===== src/fsr_pkg.sv =====
// Package for the fault status and reporting register bank
package fsr_pkg;

  // Register offsets
  localparam logic [7:0] FSR_CHANNEL_OUTPUT_FAULTS_OFS  = 8'h70;
  localparam logic [7:0] FSR_DEV_FAULT_A_OFS = 8'h71;
  localparam logic [7:0] FSR_DEV_FAULT_B_OFS = 8'h72;
  localparam logic [7:0] FSR_THERM_WARN_OFS  = 8'h73;
  localparam logic [7:0] FSR_REPORT_MASK_OFS = 8'h74;
  localparam logic [7:0] FSR_LATCH_CFG_OFS   = 8'h75;
  localparam logic [7:0] FSR_RECOVER_CFG_OFS = 8'h76;
  localparam logic [7:0] FSR_ERR_RESET_OFS   = 8'h78;

  // Reset values
  localparam logic [7:0] FSR_REPORT_MASK_RST = 8'h00;
  localparam logic [7:0] FSR_LATCH_CFG_RST   = 8'hF8;
  localparam logic [7:0] FSR_RECOVER_CFG_RST = 8'h00;

  // Channel fault register fields
  localparam int FSR_LEFT_DC_BIT   = 3;
  localparam int FSR_RIGHT_DC_BIT  = 2;
  localparam int FSR_LEFT_OC_BIT   = 1;
  localparam int FSR_RIGHT_OC_BIT  = 0;
  // Device fault A fields
  localparam int FSR_CRC_ERR_BIT   = 7;
  localparam int FSR_BQ_FAIL_BIT   = 6;
  localparam int FSR_CLK_FLT_BIT   = 2;
  localparam int FSR_PS_OV_BIT     = 1;
  localparam int FSR_PS_UV_BIT     = 0;
  // Device fault B and warning fields
  localparam int FSR_TSD_BIT       = 0;
  localparam int FSR_TWARN_BIT     = 2;
  // Report mask fields
  localparam int FSR_M_TSD_BIT     = 7;
  localparam int FSR_M_DS_UV_BIT   = 6;
  localparam int FSR_M_DS_OV_BIT   = 5;
  localparam int FSR_M_CLK_BIT     = 4;
  localparam int FSR_M_PS_UV_BIT   = 3;
  localparam int FSR_M_PS_OV_BIT   = 2;
  localparam int FSR_M_DC_BIT      = 1;
  localparam int FSR_M_OC_BIT      = 0;
  // Latch config fields
  localparam int FSR_H_CLK_BIT     = 5;
  localparam int FSR_H_TSD_BIT     = 4;
  localparam int FSR_H_TWARN_BIT   = 3;
  localparam int FSR_M_TWARN_BIT   = 2;
  // Recovery config fields
  localparam int FSR_DET_HOLD_BIT  = 7;
  localparam int FSR_AUTO_REC_BIT  = 4;
  // Error reset command field
  localparam int FSR_CLEAR_BIT     = 7;

  // Number of raw detector inputs
  localparam int FSR_NDET = 12;

  // Raw detector indications from the analog side
  typedef struct packed {
    logic left_dc;
    logic right_dc;
    logic left_oc;
    logic right_oc;
    logic crc_err;
    logic bq_fail;
    logic clk_flt;
    logic ps_over;
    logic ps_under;
    logic ds_over;
    logic ds_under;
    logic tsd;
  } fsr_det_t;

  // Register access port
  typedef struct packed {
    logic       wr;
    logic       rd;
    logic [7:0] addr;
    logic [7:0] wdata;
  } fsr_req_t;

endpackage


===== src/fsr_sync.sv =====
// Three-stage synchroniser with agreement filter, one per bit
`timescale 1ns/1ps
`default_nettype none
module fsr_sync #(
  parameter int W = 1
) (
  // Clock and reset
  input  wire logic         clk,
  input  wire logic         rst,
  // Asynchronous inputs and filtered result
  input  wire logic [W-1:0] async_in,
  output logic      [W-1:0] sync_out
);

  genvar g;
  generate
    for (g = 0; g < W; g++) begin : g_bit
      // Each bit owns its stages, so no vector has two writing processes
      logic s1_q;
      logic s2_q;
      logic s3_q;
      logic out_q;

      always_ff @(posedge clk) begin
        if (rst) begin
          s1_q  <= 1'b0;
          s2_q  <= 1'b0;
          s3_q  <= 1'b0;
          out_q <= 1'b0;
        end else begin
          s1_q <= async_in[g];
          s2_q <= s1_q;
          s3_q <= s2_q;
          // Change counts only once stages two and three agree
          if (s2_q == s3_q) begin
            out_q <= s3_q;
          end
        end
      end

      assign sync_out[g] = out_q;
    end
  endgenerate

endmodule // fsr_sync
`default_nettype wire


===== src/fsr_regs.sv =====
// Fault status, masking, latching and recovery register bank
//
// Summary of operation
// - Left DC fault shows in channel bit 3, right DC in bit 2
// - Left overcurrent shows in channel bit 1, right in bit 0
// - Memory CRC mismatch sets bit 7 of device fault A
// - Failed biquad coefficient write sets bit 6 of device fault A
// - Thermal shutdown in bit 0 of device fault B, rest read zero
// - Thermal warning at 135C shows in bit 2 of warning register
// - Mask bits 7,6,5 suppress thermal, logic supply under/over reports
// - Mask bits 4,3,2 suppress clock, power supply under/over reports
// - Mask bits 1,0 suppress DC and overcurrent reports; reset unmasked
// - Latch config bit 2 suppresses thermal warning report; resets 0
// - Latch config bit 5 (reset 1) holds clock fault latched
// - Latch config bit 4 (reset 1) holds thermal shutdown latched
// - Latch config bit 3 (reset 1) holds thermal warning latched
// - Recovery bit 7 latches clock detect status, else follows live
// - Recovery bit 4 enables thermal auto recovery; resets disabled
// - Writing 1 to clear bit 7 clears latched analog faults
`timescale 1ns/1ps
`default_nettype none
module fsr_regs
  import fsr_pkg::*;
(
  // Clock and reset
  input  wire logic             clk,
  input  wire logic             rst,
  // Register access
  input  wire fsr_req_t         req,
  output logic      [7:0]       rdata,
  output logic                  rvalid,
  // Raw analog detector indications
  input  wire fsr_det_t         det,
  input  wire logic             therm_warn_raw,
  input  wire logic             clk_detect_raw,
  // Reports and controls
  output logic                  fault_report,
  output logic                  warn_report,
  output logic                  clk_detect_status,
  output logic                  thermal_shutdown_active,
  output logic                  thermal_auto_recover_enable
);

  // Synchronised detectors; they come from the analog domain
  logic [FSR_NDET+1:0] raw_vec;
  logic [FSR_NDET+1:0] syn_vec;
  fsr_det_t            d;
  logic                twarn_live;
  logic                cdet_live;

  assign raw_vec = {det, therm_warn_raw, clk_detect_raw};

  fsr_sync #(
    .W (FSR_NDET + 2)
  ) u_sync (
    .clk      (clk),
    .rst      (rst),
    .async_in (raw_vec),
    .sync_out (syn_vec)
  );

  assign d          = fsr_det_t'(syn_vec[FSR_NDET+1:2]);
  assign twarn_live = syn_vec[1];
  assign cdet_live  = syn_vec[0];

  // Software registers
  logic [7:0] mask_q;
  logic [7:0] latch_cfg_q;
  logic [7:0] recover_cfg_q;
  logic       clear_cmd;

  assign clear_cmd = req.wr && (req.addr == FSR_ERR_RESET_OFS)
                     && req.wdata[FSR_CLEAR_BIT];

  always_ff @(posedge clk) begin
    if (rst) begin
      mask_q        <= FSR_REPORT_MASK_RST;
      latch_cfg_q   <= FSR_LATCH_CFG_RST;
      recover_cfg_q <= FSR_RECOVER_CFG_RST;
    end else if (req.wr) begin
      case (req.addr)
        FSR_REPORT_MASK_OFS: mask_q        <= req.wdata;
        FSR_LATCH_CFG_OFS:   latch_cfg_q   <= req.wdata;
        FSR_RECOVER_CFG_OFS: recover_cfg_q <= req.wdata;
        default: ;
      endcase
    end
  end

  logic hold_clk;
  logic hold_tsd;
  logic hold_twarn;
  logic det_hold;
  logic auto_rec;

  assign hold_clk   = latch_cfg_q[FSR_H_CLK_BIT];
  assign hold_tsd   = latch_cfg_q[FSR_H_TSD_BIT];
  assign hold_twarn = latch_cfg_q[FSR_H_TWARN_BIT];
  assign det_hold   = recover_cfg_q[FSR_DET_HOLD_BIT];
  assign auto_rec   = recover_cfg_q[FSR_AUTO_REC_BIT];

  // Fault status. Sticky flags: a new event wins over a clear.
  logic [3:0] chan_q;
  logic [4:0] deva_q;
  logic       tsd_q;
  logic       twarn_q;
  logic       ds_ov_q;
  logic       ds_uv_q;
  logic       cdet_q;

  // Channel and supply faults latch until cleared; the analog side
  // keeps them asserted while the condition persists anyway
  always_ff @(posedge clk) begin
    if (rst) begin
      chan_q <= 4'h0;
    end else begin
      chan_q[FSR_LEFT_DC_BIT]  <= d.left_dc
        | (chan_q[FSR_LEFT_DC_BIT] & ~clear_cmd);
      chan_q[FSR_RIGHT_DC_BIT] <= d.right_dc
        | (chan_q[FSR_RIGHT_DC_BIT] & ~clear_cmd);
      chan_q[FSR_LEFT_OC_BIT]  <= d.left_oc
        | (chan_q[FSR_LEFT_OC_BIT] & ~clear_cmd);
      chan_q[FSR_RIGHT_OC_BIT] <= d.right_oc
        | (chan_q[FSR_RIGHT_OC_BIT] & ~clear_cmd);
    end
  end

  always_ff @(posedge clk) begin
    if (rst) begin
      deva_q  <= 5'h00;
      ds_ov_q <= 1'b0;
      ds_uv_q <= 1'b0;
    end else begin
      deva_q[4] <= d.crc_err | (deva_q[4] & ~clear_cmd);
      deva_q[3] <= d.bq_fail | (deva_q[3] & ~clear_cmd);
      // Clock fault follows the live detector unless held
      deva_q[2] <= d.clk_flt
        | (deva_q[2] & hold_clk & ~clear_cmd);
      deva_q[1] <= d.ps_over | (deva_q[1] & ~clear_cmd);
      deva_q[0] <= d.ps_under | (deva_q[0] & ~clear_cmd);
      ds_ov_q   <= d.ds_over | (ds_ov_q & ~clear_cmd);
      ds_uv_q   <= d.ds_under | (ds_uv_q & ~clear_cmd);
    end
  end

  // Thermal shutdown: held if enabled; auto recovery drops it once the
  // condition clears even while held, so the stage can restart
  always_ff @(posedge clk) begin
    if (rst) begin
      tsd_q <= 1'b0;
    end else if (d.tsd) begin
      tsd_q <= 1'b1;
    end else if (auto_rec) begin
      tsd_q <= 1'b0;
    end else if (!hold_tsd || clear_cmd) begin
      tsd_q <= 1'b0;
    end
  end

  always_ff @(posedge clk) begin
    if (rst) begin
      twarn_q <= 1'b0;
    end else if (twarn_live) begin
      twarn_q <= 1'b1;
    end else if (!hold_twarn || clear_cmd) begin
      twarn_q <= 1'b0;
    end
  end

  // Clock detection status, latched or live
  always_ff @(posedge clk) begin
    if (rst) begin
      cdet_q <= 1'b0;
    end else if (cdet_live) begin
      cdet_q <= 1'b1;
    end else if (!det_hold || clear_cmd) begin
      cdet_q <= 1'b0;
    end
  end

  // Register read, registered one cycle after the request
  logic [7:0] rd_d;

  always_comb begin
    rd_d = 8'h00;
    case (req.addr)
      FSR_CHANNEL_OUTPUT_FAULTS_OFS:  rd_d = {4'h0, chan_q};
      FSR_DEV_FAULT_A_OFS: rd_d = {deva_q[4:3], 3'h0, deva_q[2:0]};
      FSR_DEV_FAULT_B_OFS: rd_d = {7'h00, tsd_q};
      FSR_THERM_WARN_OFS:  rd_d = {5'h00, twarn_q, 2'h0};
      FSR_REPORT_MASK_OFS: rd_d = mask_q;
      FSR_LATCH_CFG_OFS:   rd_d = latch_cfg_q;
      FSR_RECOVER_CFG_OFS: rd_d = recover_cfg_q;
      default:             rd_d = 8'h00;
    endcase
  end

  logic [7:0] rdata_q;
  logic       rvalid_q;

  always_ff @(posedge clk) begin
    if (rst) begin
      rdata_q  <= 8'h00;
      rvalid_q <= 1'b0;
    end else begin
      rvalid_q <= req.rd;
      rdata_q  <= req.rd ? rd_d : 8'h00;
    end
  end

  // External reports, gated by masks only
  logic [7:0] rep_vec;
  logic       fault_d;
  logic       warn_d;

  assign rep_vec[FSR_M_TSD_BIT]   = tsd_q;
  assign rep_vec[FSR_M_DS_UV_BIT] = ds_uv_q;
  assign rep_vec[FSR_M_DS_OV_BIT] = ds_ov_q;
  assign rep_vec[FSR_M_CLK_BIT]   = deva_q[2];
  assign rep_vec[FSR_M_PS_UV_BIT] = deva_q[0];
  assign rep_vec[FSR_M_PS_OV_BIT] = deva_q[1];
  assign rep_vec[FSR_M_DC_BIT]    = chan_q[3] | chan_q[2];
  assign rep_vec[FSR_M_OC_BIT]    = chan_q[1] | chan_q[0];

  assign fault_d = |(rep_vec & ~mask_q);
  assign warn_d  = twarn_q & ~latch_cfg_q[FSR_M_TWARN_BIT];

  logic fault_q;
  logic warn_q;
  logic tsd_out_q;
  logic cdet_out_q;
  logic auto_out_q;

  always_ff @(posedge clk) begin
    if (rst) begin
      fault_q    <= 1'b0;
      warn_q     <= 1'b0;
      tsd_out_q  <= 1'b0;
      cdet_out_q <= 1'b0;
      auto_out_q <= 1'b0;
    end else begin
      fault_q    <= fault_d;
      warn_q     <= warn_d;
      tsd_out_q  <= tsd_q;
      cdet_out_q <= cdet_q;
      auto_out_q <= auto_rec;
    end
  end

  assign rdata                       = rdata_q;
  assign rvalid                      = rvalid_q;
  assign fault_report                = fault_q;
  assign warn_report                 = warn_q;
  assign thermal_shutdown_active     = tsd_out_q;
  assign clk_detect_status           = cdet_out_q;
  assign thermal_auto_recover_enable = auto_out_q;
endmodule // fsr_regs
`default_nettype wire


===== config.mk =====
export PLATFORM = sky130hd
export DESIGN_NAME = fsr_regs
export DESIGN_NICKNAME = d
export VERILOG_FILES = /design/src/fsr_pkg.sv /design/src/fsr_sync.sv /design/src/fsr_regs.sv
export SDC_FILE = /design/constraint.sdc
export NUM_CORES = 1
export LEC_CHECK = 0
export BUFFER_PORTS_ARGS = -buffer_cell sky130_fd_sc_hd__buf_2
export CORE_MARGIN = 4
export CORE_UTILIZATION = 40
export CTS_CLUSTER_SIZE = 16
export DETAILED_ROUTE_END_ITERATION = 10
export PLACE_DENSITY_LB_ADDON = 0.3
export SLEW_MARGIN = 20
export SYNTH_ARGS = -nofsm -noshare
export SYNTH_HDL_FRONTEND = slang
export SYNTH_SLANG_ARGS = --single-unit

===== constraint.sdc =====
create_clock -name clk -period 1.4 [get_ports clk]
set_input_delay 0.28 -clock clk [delete_from_list [all_inputs] [get_ports clk]]
set_output_delay 0.28 -clock clk [all_outputs]
set_load 0.01 [all_outputs]

---- Yosys cells after proc, flatten, opt, wreduce, memory -nomap -nowiden ----
Cells that the tools add are included.
storage, ports and cells
  register bits after elaboration ......... 108
  input port bits ......................... 34
  output and inout port bits .............. 14
  logic and storage cells ................. 150
operators by class
  equality and inequality tests ........... 22
  multiplexer cells ....................... 8
  bitwise logic cells ..................... 31
  reduce and logical (&&, ||, !) cells .... 16
operator list
  kind                                                  count
  equality test 8 x 7 -> 1 bit (second input constant)  8
  one-hot mux 8 bit (7 select lines)                    1
  equality test 1 bit                                   14
  AND 1 bit                                             13
  bitwise OR 1 bit                                      13
  AND 8 bit                                             1
  inverter 8 bit                                        1
  OR reduction 8 bit                                    1
  2-to-1 mux 1 bit                                      7
  AND reduction 2 bit                                   3
  nonzero test 2 bit                                    2
  logical NOT 1 bit                                     3
  logical OR 1 bit                                      3
  inverter 1 bit                                        3
  nonzero test 3 bit                                    1
  logical AND 1 bit                                     2
  OR reduction 2 bit                                    1

---- Logic depth before layout (Yosys ltp) ----
  depth after elaboration ................. 7
  depth in mapped cells ................... 6
  mapped depth without buffers ............ 3

---- Modules after synthesis ----
Synthesis repeated with hierarchy kept, for this count alone.
unflattened totals
  cells, all modules ...................... 408
  area total of the unflattened synthesis .. 4144.0 um2
modules (own cells, without submodules)
  module    times used  cells each  area each (um2)  sequential area each (um2)
  fsr_regs  1           248         2404.8           1041.0
  fsr_sync  1           160         1739.2           1121.1

---- Least setup slack after synthesis ----
OpenSTA, ideal clock, no wires.
  kind .................................... in2reg
  from .................................... in req[9] (netlist name)
  to ...................................... reg rdata_q[0] (netlist: rdata[0])
  setup time .............................. 137 ps
  arrival time ............................ 1093 ps
  data required time ...................... 1263 ps
  setup slack ............................. 170 ps
  stages on the path ...................... 5
  buffers on the path ..................... 2
  cell sequence ........................... buf_6 -> buf_6 -> mux2_4 -> a221oi_1 -> nor3_1
on the way
  longest elaborated chain between the ends .. 2
  elaborated cells on any way between the ends .. 8
  classes of those cells .................. 7 x eq/ne; 1 x mux
ends and longest elaborated chain
  item                                    RTL line         text
  start: declaration                      fsr_regs.sv:29   input wire fsr_req_t req,
  equality test 8 x 7 -> 1 bit            fsr_regs.sv:186  case (req.addr)
  one-hot mux 8 bit (7 select lines) (*)  fsr_regs.sv:186
  end signal: assignment                  fsr_regs.sv:207  rdata_q <= req.rd ? rd_d : 8'h00;
  end: declaration                        fsr_regs.sv:198  logic [7:0] rdata_q;
Every way passes the cells marked *; elsewhere a longest branch is shown, timed or not.
A chain may end at the register's enable or synchronous reset.

---- Final worst setup path ----
  from .................................... reg deva_q[0]
  to ...................................... reg fault_q (netlist: fault_report)
on the way
  longest elaborated chain between the ends .. 2
ends and longest elaborated chain
  item                      RTL line         text
  start: declaration        fsr_regs.sv:104  logic [4:0] deva_q;
  start signal: assignment  fsr_regs.sv:140  deva_q[0] <= d.ps_under | (deva_q[0] & ~clear_cmd);
  AND 8 bit                 fsr_regs.sv:225  assign fault_d = |(rep_vec & ~mask_q);
  OR reduction 8 bit        fsr_regs.sv:225
  end signal: assignment    fsr_regs.sv:242  fault_q <= fault_d;
  end: declaration          fsr_regs.sv:228  logic fault_q;
Every way passes these cells.

==> impl_metrics.ini <==
[yosys]
async_reset_ff_frac = 0
ys.flop_type = dfxtp_1
synth_area_sq_um = 3980
yosys_warnings = 0
avgSynthCellArea_sq_um = 10.1
synth_nets = 429
synth_edf_count = 0
synth-seq-cells = 108
yosysUniqueCellTypes = 35
ys_seq_area_frac = 0.543
synth_cells = 395

[clocking]
clock-root-buffer = clkbuf_8
cts_buffers = 9
cts_setup_buffers = 0
postCtsHoldBufs = 0
clk_latency_ps = 370
cts.sinks = 108
path_clk_slew_ps = 110
clockBufferDepth = 2
cts_tree = yes
cts_max_level = 3
cts_resized = 0

[grt]
grt_util_all_layers = 0.139
grt_pass1_wl_um = 12700
overflow = 0
antenna_found_initial = 0
grt_max_degree = 113
grt_pass1_vias = 2639

[run_status]
outcome = completed

[floorplan]
ioPinCount = 48
die_w_um = 108
rows = 36
die_h_um = 108
core_area_sq_um = 9730
die-area_sq_um = 11600
initial_core_util = 0.409

[timing]
relSlewSlack = 0.718
fin_ws_ps = 252
setup_violations = 0
fin_skew_ps = 9.17
holdWs_ps = 103
finalCriticalPeriod_ps = 1150
tightest_slew_ps = 424
period_share = 0.820
timing.fmax_mhz = 871
drv_slew = 0
grt_setup_unrepaired = no
hold_viol = 0

[setup_path]
crit_fanout = 3
crit_required_ps = 1640
worst-setup-path-type = reg2reg
cp_data_arrival_time_ps = 1390
rr_worst_depth = 3
cp-start-kind = register
end_kind = register

[placed_design]
finalWeightedCongestion = 0.819
post-place-ws_ps = -14.4
place_hpwl_um = 5400
dp_cells = 568
portBuffers = 47

[cells_and_area]
final_cells = 584
area_delta_synth_final_pct = 15.1
nets = 480
diodes = 0
multi_input_area_sq_um = 1660
final_layout_size_suffix_gt1_frac = 0.208
regArea_sq_um = 2160
fillers = 962

[detailed_routing]
drc = 0
ant_nets = 0
wl_per_cell_um = 13.1
drt_wl_total_um = 7670
vias_per_cell = 4.78
drtIter0Drc = 100
vias = 2790
drt-pass1-iter-count = 4

[min_path]
hold_path.class = in2reg
hold-path-cell-count = 2

[pwr]
leakage_nw = 1.89
ir_drop_uv = 478
pwr_density_cell_nw_per_um2 = 1140
total_power_mw = 5.23

[flow_run]
maxCapViolCount = 0
==> layout make-up <==
class / count / share of cell area
Sequential cell: 108 / 0.472
Multi-Input combinational cell: 255 / 0.361
Timing Repair Buffer: 64 / 0.0825
Tap cell: 133 / 0.0363
Clock buffer: 9 / 0.0270
Clock inverter: 7 / 0.0139
Inverter: 8 / 0.00656
==> logic make-up after synthesis <==
group / Yosys count / share of synthesized area
DFF: 108 / 0.543
AOI/OAI and AO/OA: 67 / 0.107
and+or+nand+nor: 155 / 0.221
muxes: 33 / 0.0877
buffers and inverters: 32 / 0.0406
==> stage by stage <==
stage | area [sq um] | util | TNS [ps]
global placement | 4390 | 0.451 | 0
detailed placement | 4390 | 0.451 | -25.4
finish | 4580 | 0.471 | 0
CTS | 4580 | 0.471 | 0
floorplan | 3980 | - | 0
global route | 4580 | 0.471 | 0
==> where the power goes <==
group	internal (mW)	switching (mW)
clock network	0.694	1.12
registers	3.13	0.0198
logic	0.130	0.143
==> sequential cells by signal (all words and copies together) (netlist names), 4 cells and up <==
signal and cells:
u_sync.g_bit.s3_q 14, recover_cfg_q 8, deva_q 5, mask_q 8, u_sync.g_bit.s1_q 14, u_sync.g_bit.out_q 14
rdata 8, latch_cfg_q 8, chan_q 4, u_sync.g_bit.s2_q 14
==> worst paths after layout <==
check        slack (ps)               endpoint                  start
max                 250           fault_report              deva_q[0]
min                 100   u_sync.g_bit[2].s1_q                 det[0]
min reg2reg         440  u_sync.g_bit[10].s2_q  u_sync.g_bit[10].s1_q
max reg2reg         250           fault_report              deva_q[0]
==> metal layers <==
| metal | vias to the layer above | share of wire | global-route usage |
|---|---|---|---|
| met5 | - | 0 | 0 |
| met2 | 61 | 0.45 | 0.215 |
| met4 | 0 | 0.015 | 0.0532 |
| met1 | 1281 | 0.49 | 0.182 |
| li1 | 1439 | - | - |
| met3 | 9 | 0.047 | 0.0414 |
==> cells in the mapped netlist, types with 9 or more instances <==
master    count  area share
nor2_1       40       0.038
nand2_1      14       0.013
nor2b_1      49       0.077
mux2i_1      24       0.060
clkbuf_1     13       0.012
nand2b_1     27       0.042
dfxtp_1     108        0.54
a21oi_1      20       0.025
and3b_1       9       0.020
o21ai_0      18       0.023
a211oi_1     14       0.026
==> cells in the final DEF, fill, tap and decap left out <==
| cell type | count |
|---|---|
| buf_12 | 1 |
| nand4_2 | 1 |
| a2111oi_0 | 1 |
| clkbuf_8 | 9 |
| inv_1 | 7 |
| o2111ai_1 | 1 |
| and4b_1 | 2 |
| inv_6 | 2 |
| nor3b_1 | 2 |
| clkinv_2 | 1 |
| mux2_4 | 2 |
| nor2_1 | 40 |
| nand2b_1 | 27 |
| a31oi_1 | 2 |
| clkinvlp_4 | 1 |
| nand2_1 | 14 |
| dfxtp_1 | 108 |
| nand3_1 | 2 |
| buf_2 | 46 |
| mux2_2 | 7 |
| and3_1 | 2 |
| a21oi_1 | 20 |
| nand4b_1 | 2 |
| and3b_1 | 9 |
| nor3_2 | 1 |
| inv_2 | 1 |
| o311ai_2 | 1 |
| nor2b_1 | 49 |
| o22a_1 | 1 |
| nor3_1 | 3 |
| a221oi_1 | 6 |
| inv_8 | 3 |
| o21ai_0 | 18 |
| buf_4 | 17 |
| mux2i_1 | 24 |
| and4_4 | 1 |
| a211oi_1 | 14 |
| a22oi_1 | 3 |
==> worst max-delay path, cell delays in order (launching register included) <==
cell	delay, ps
dfxtp_1	350
nor2b_1	130
a2111oi_0	370
a31oi_1	160
(Power assumes the default switching activity.)
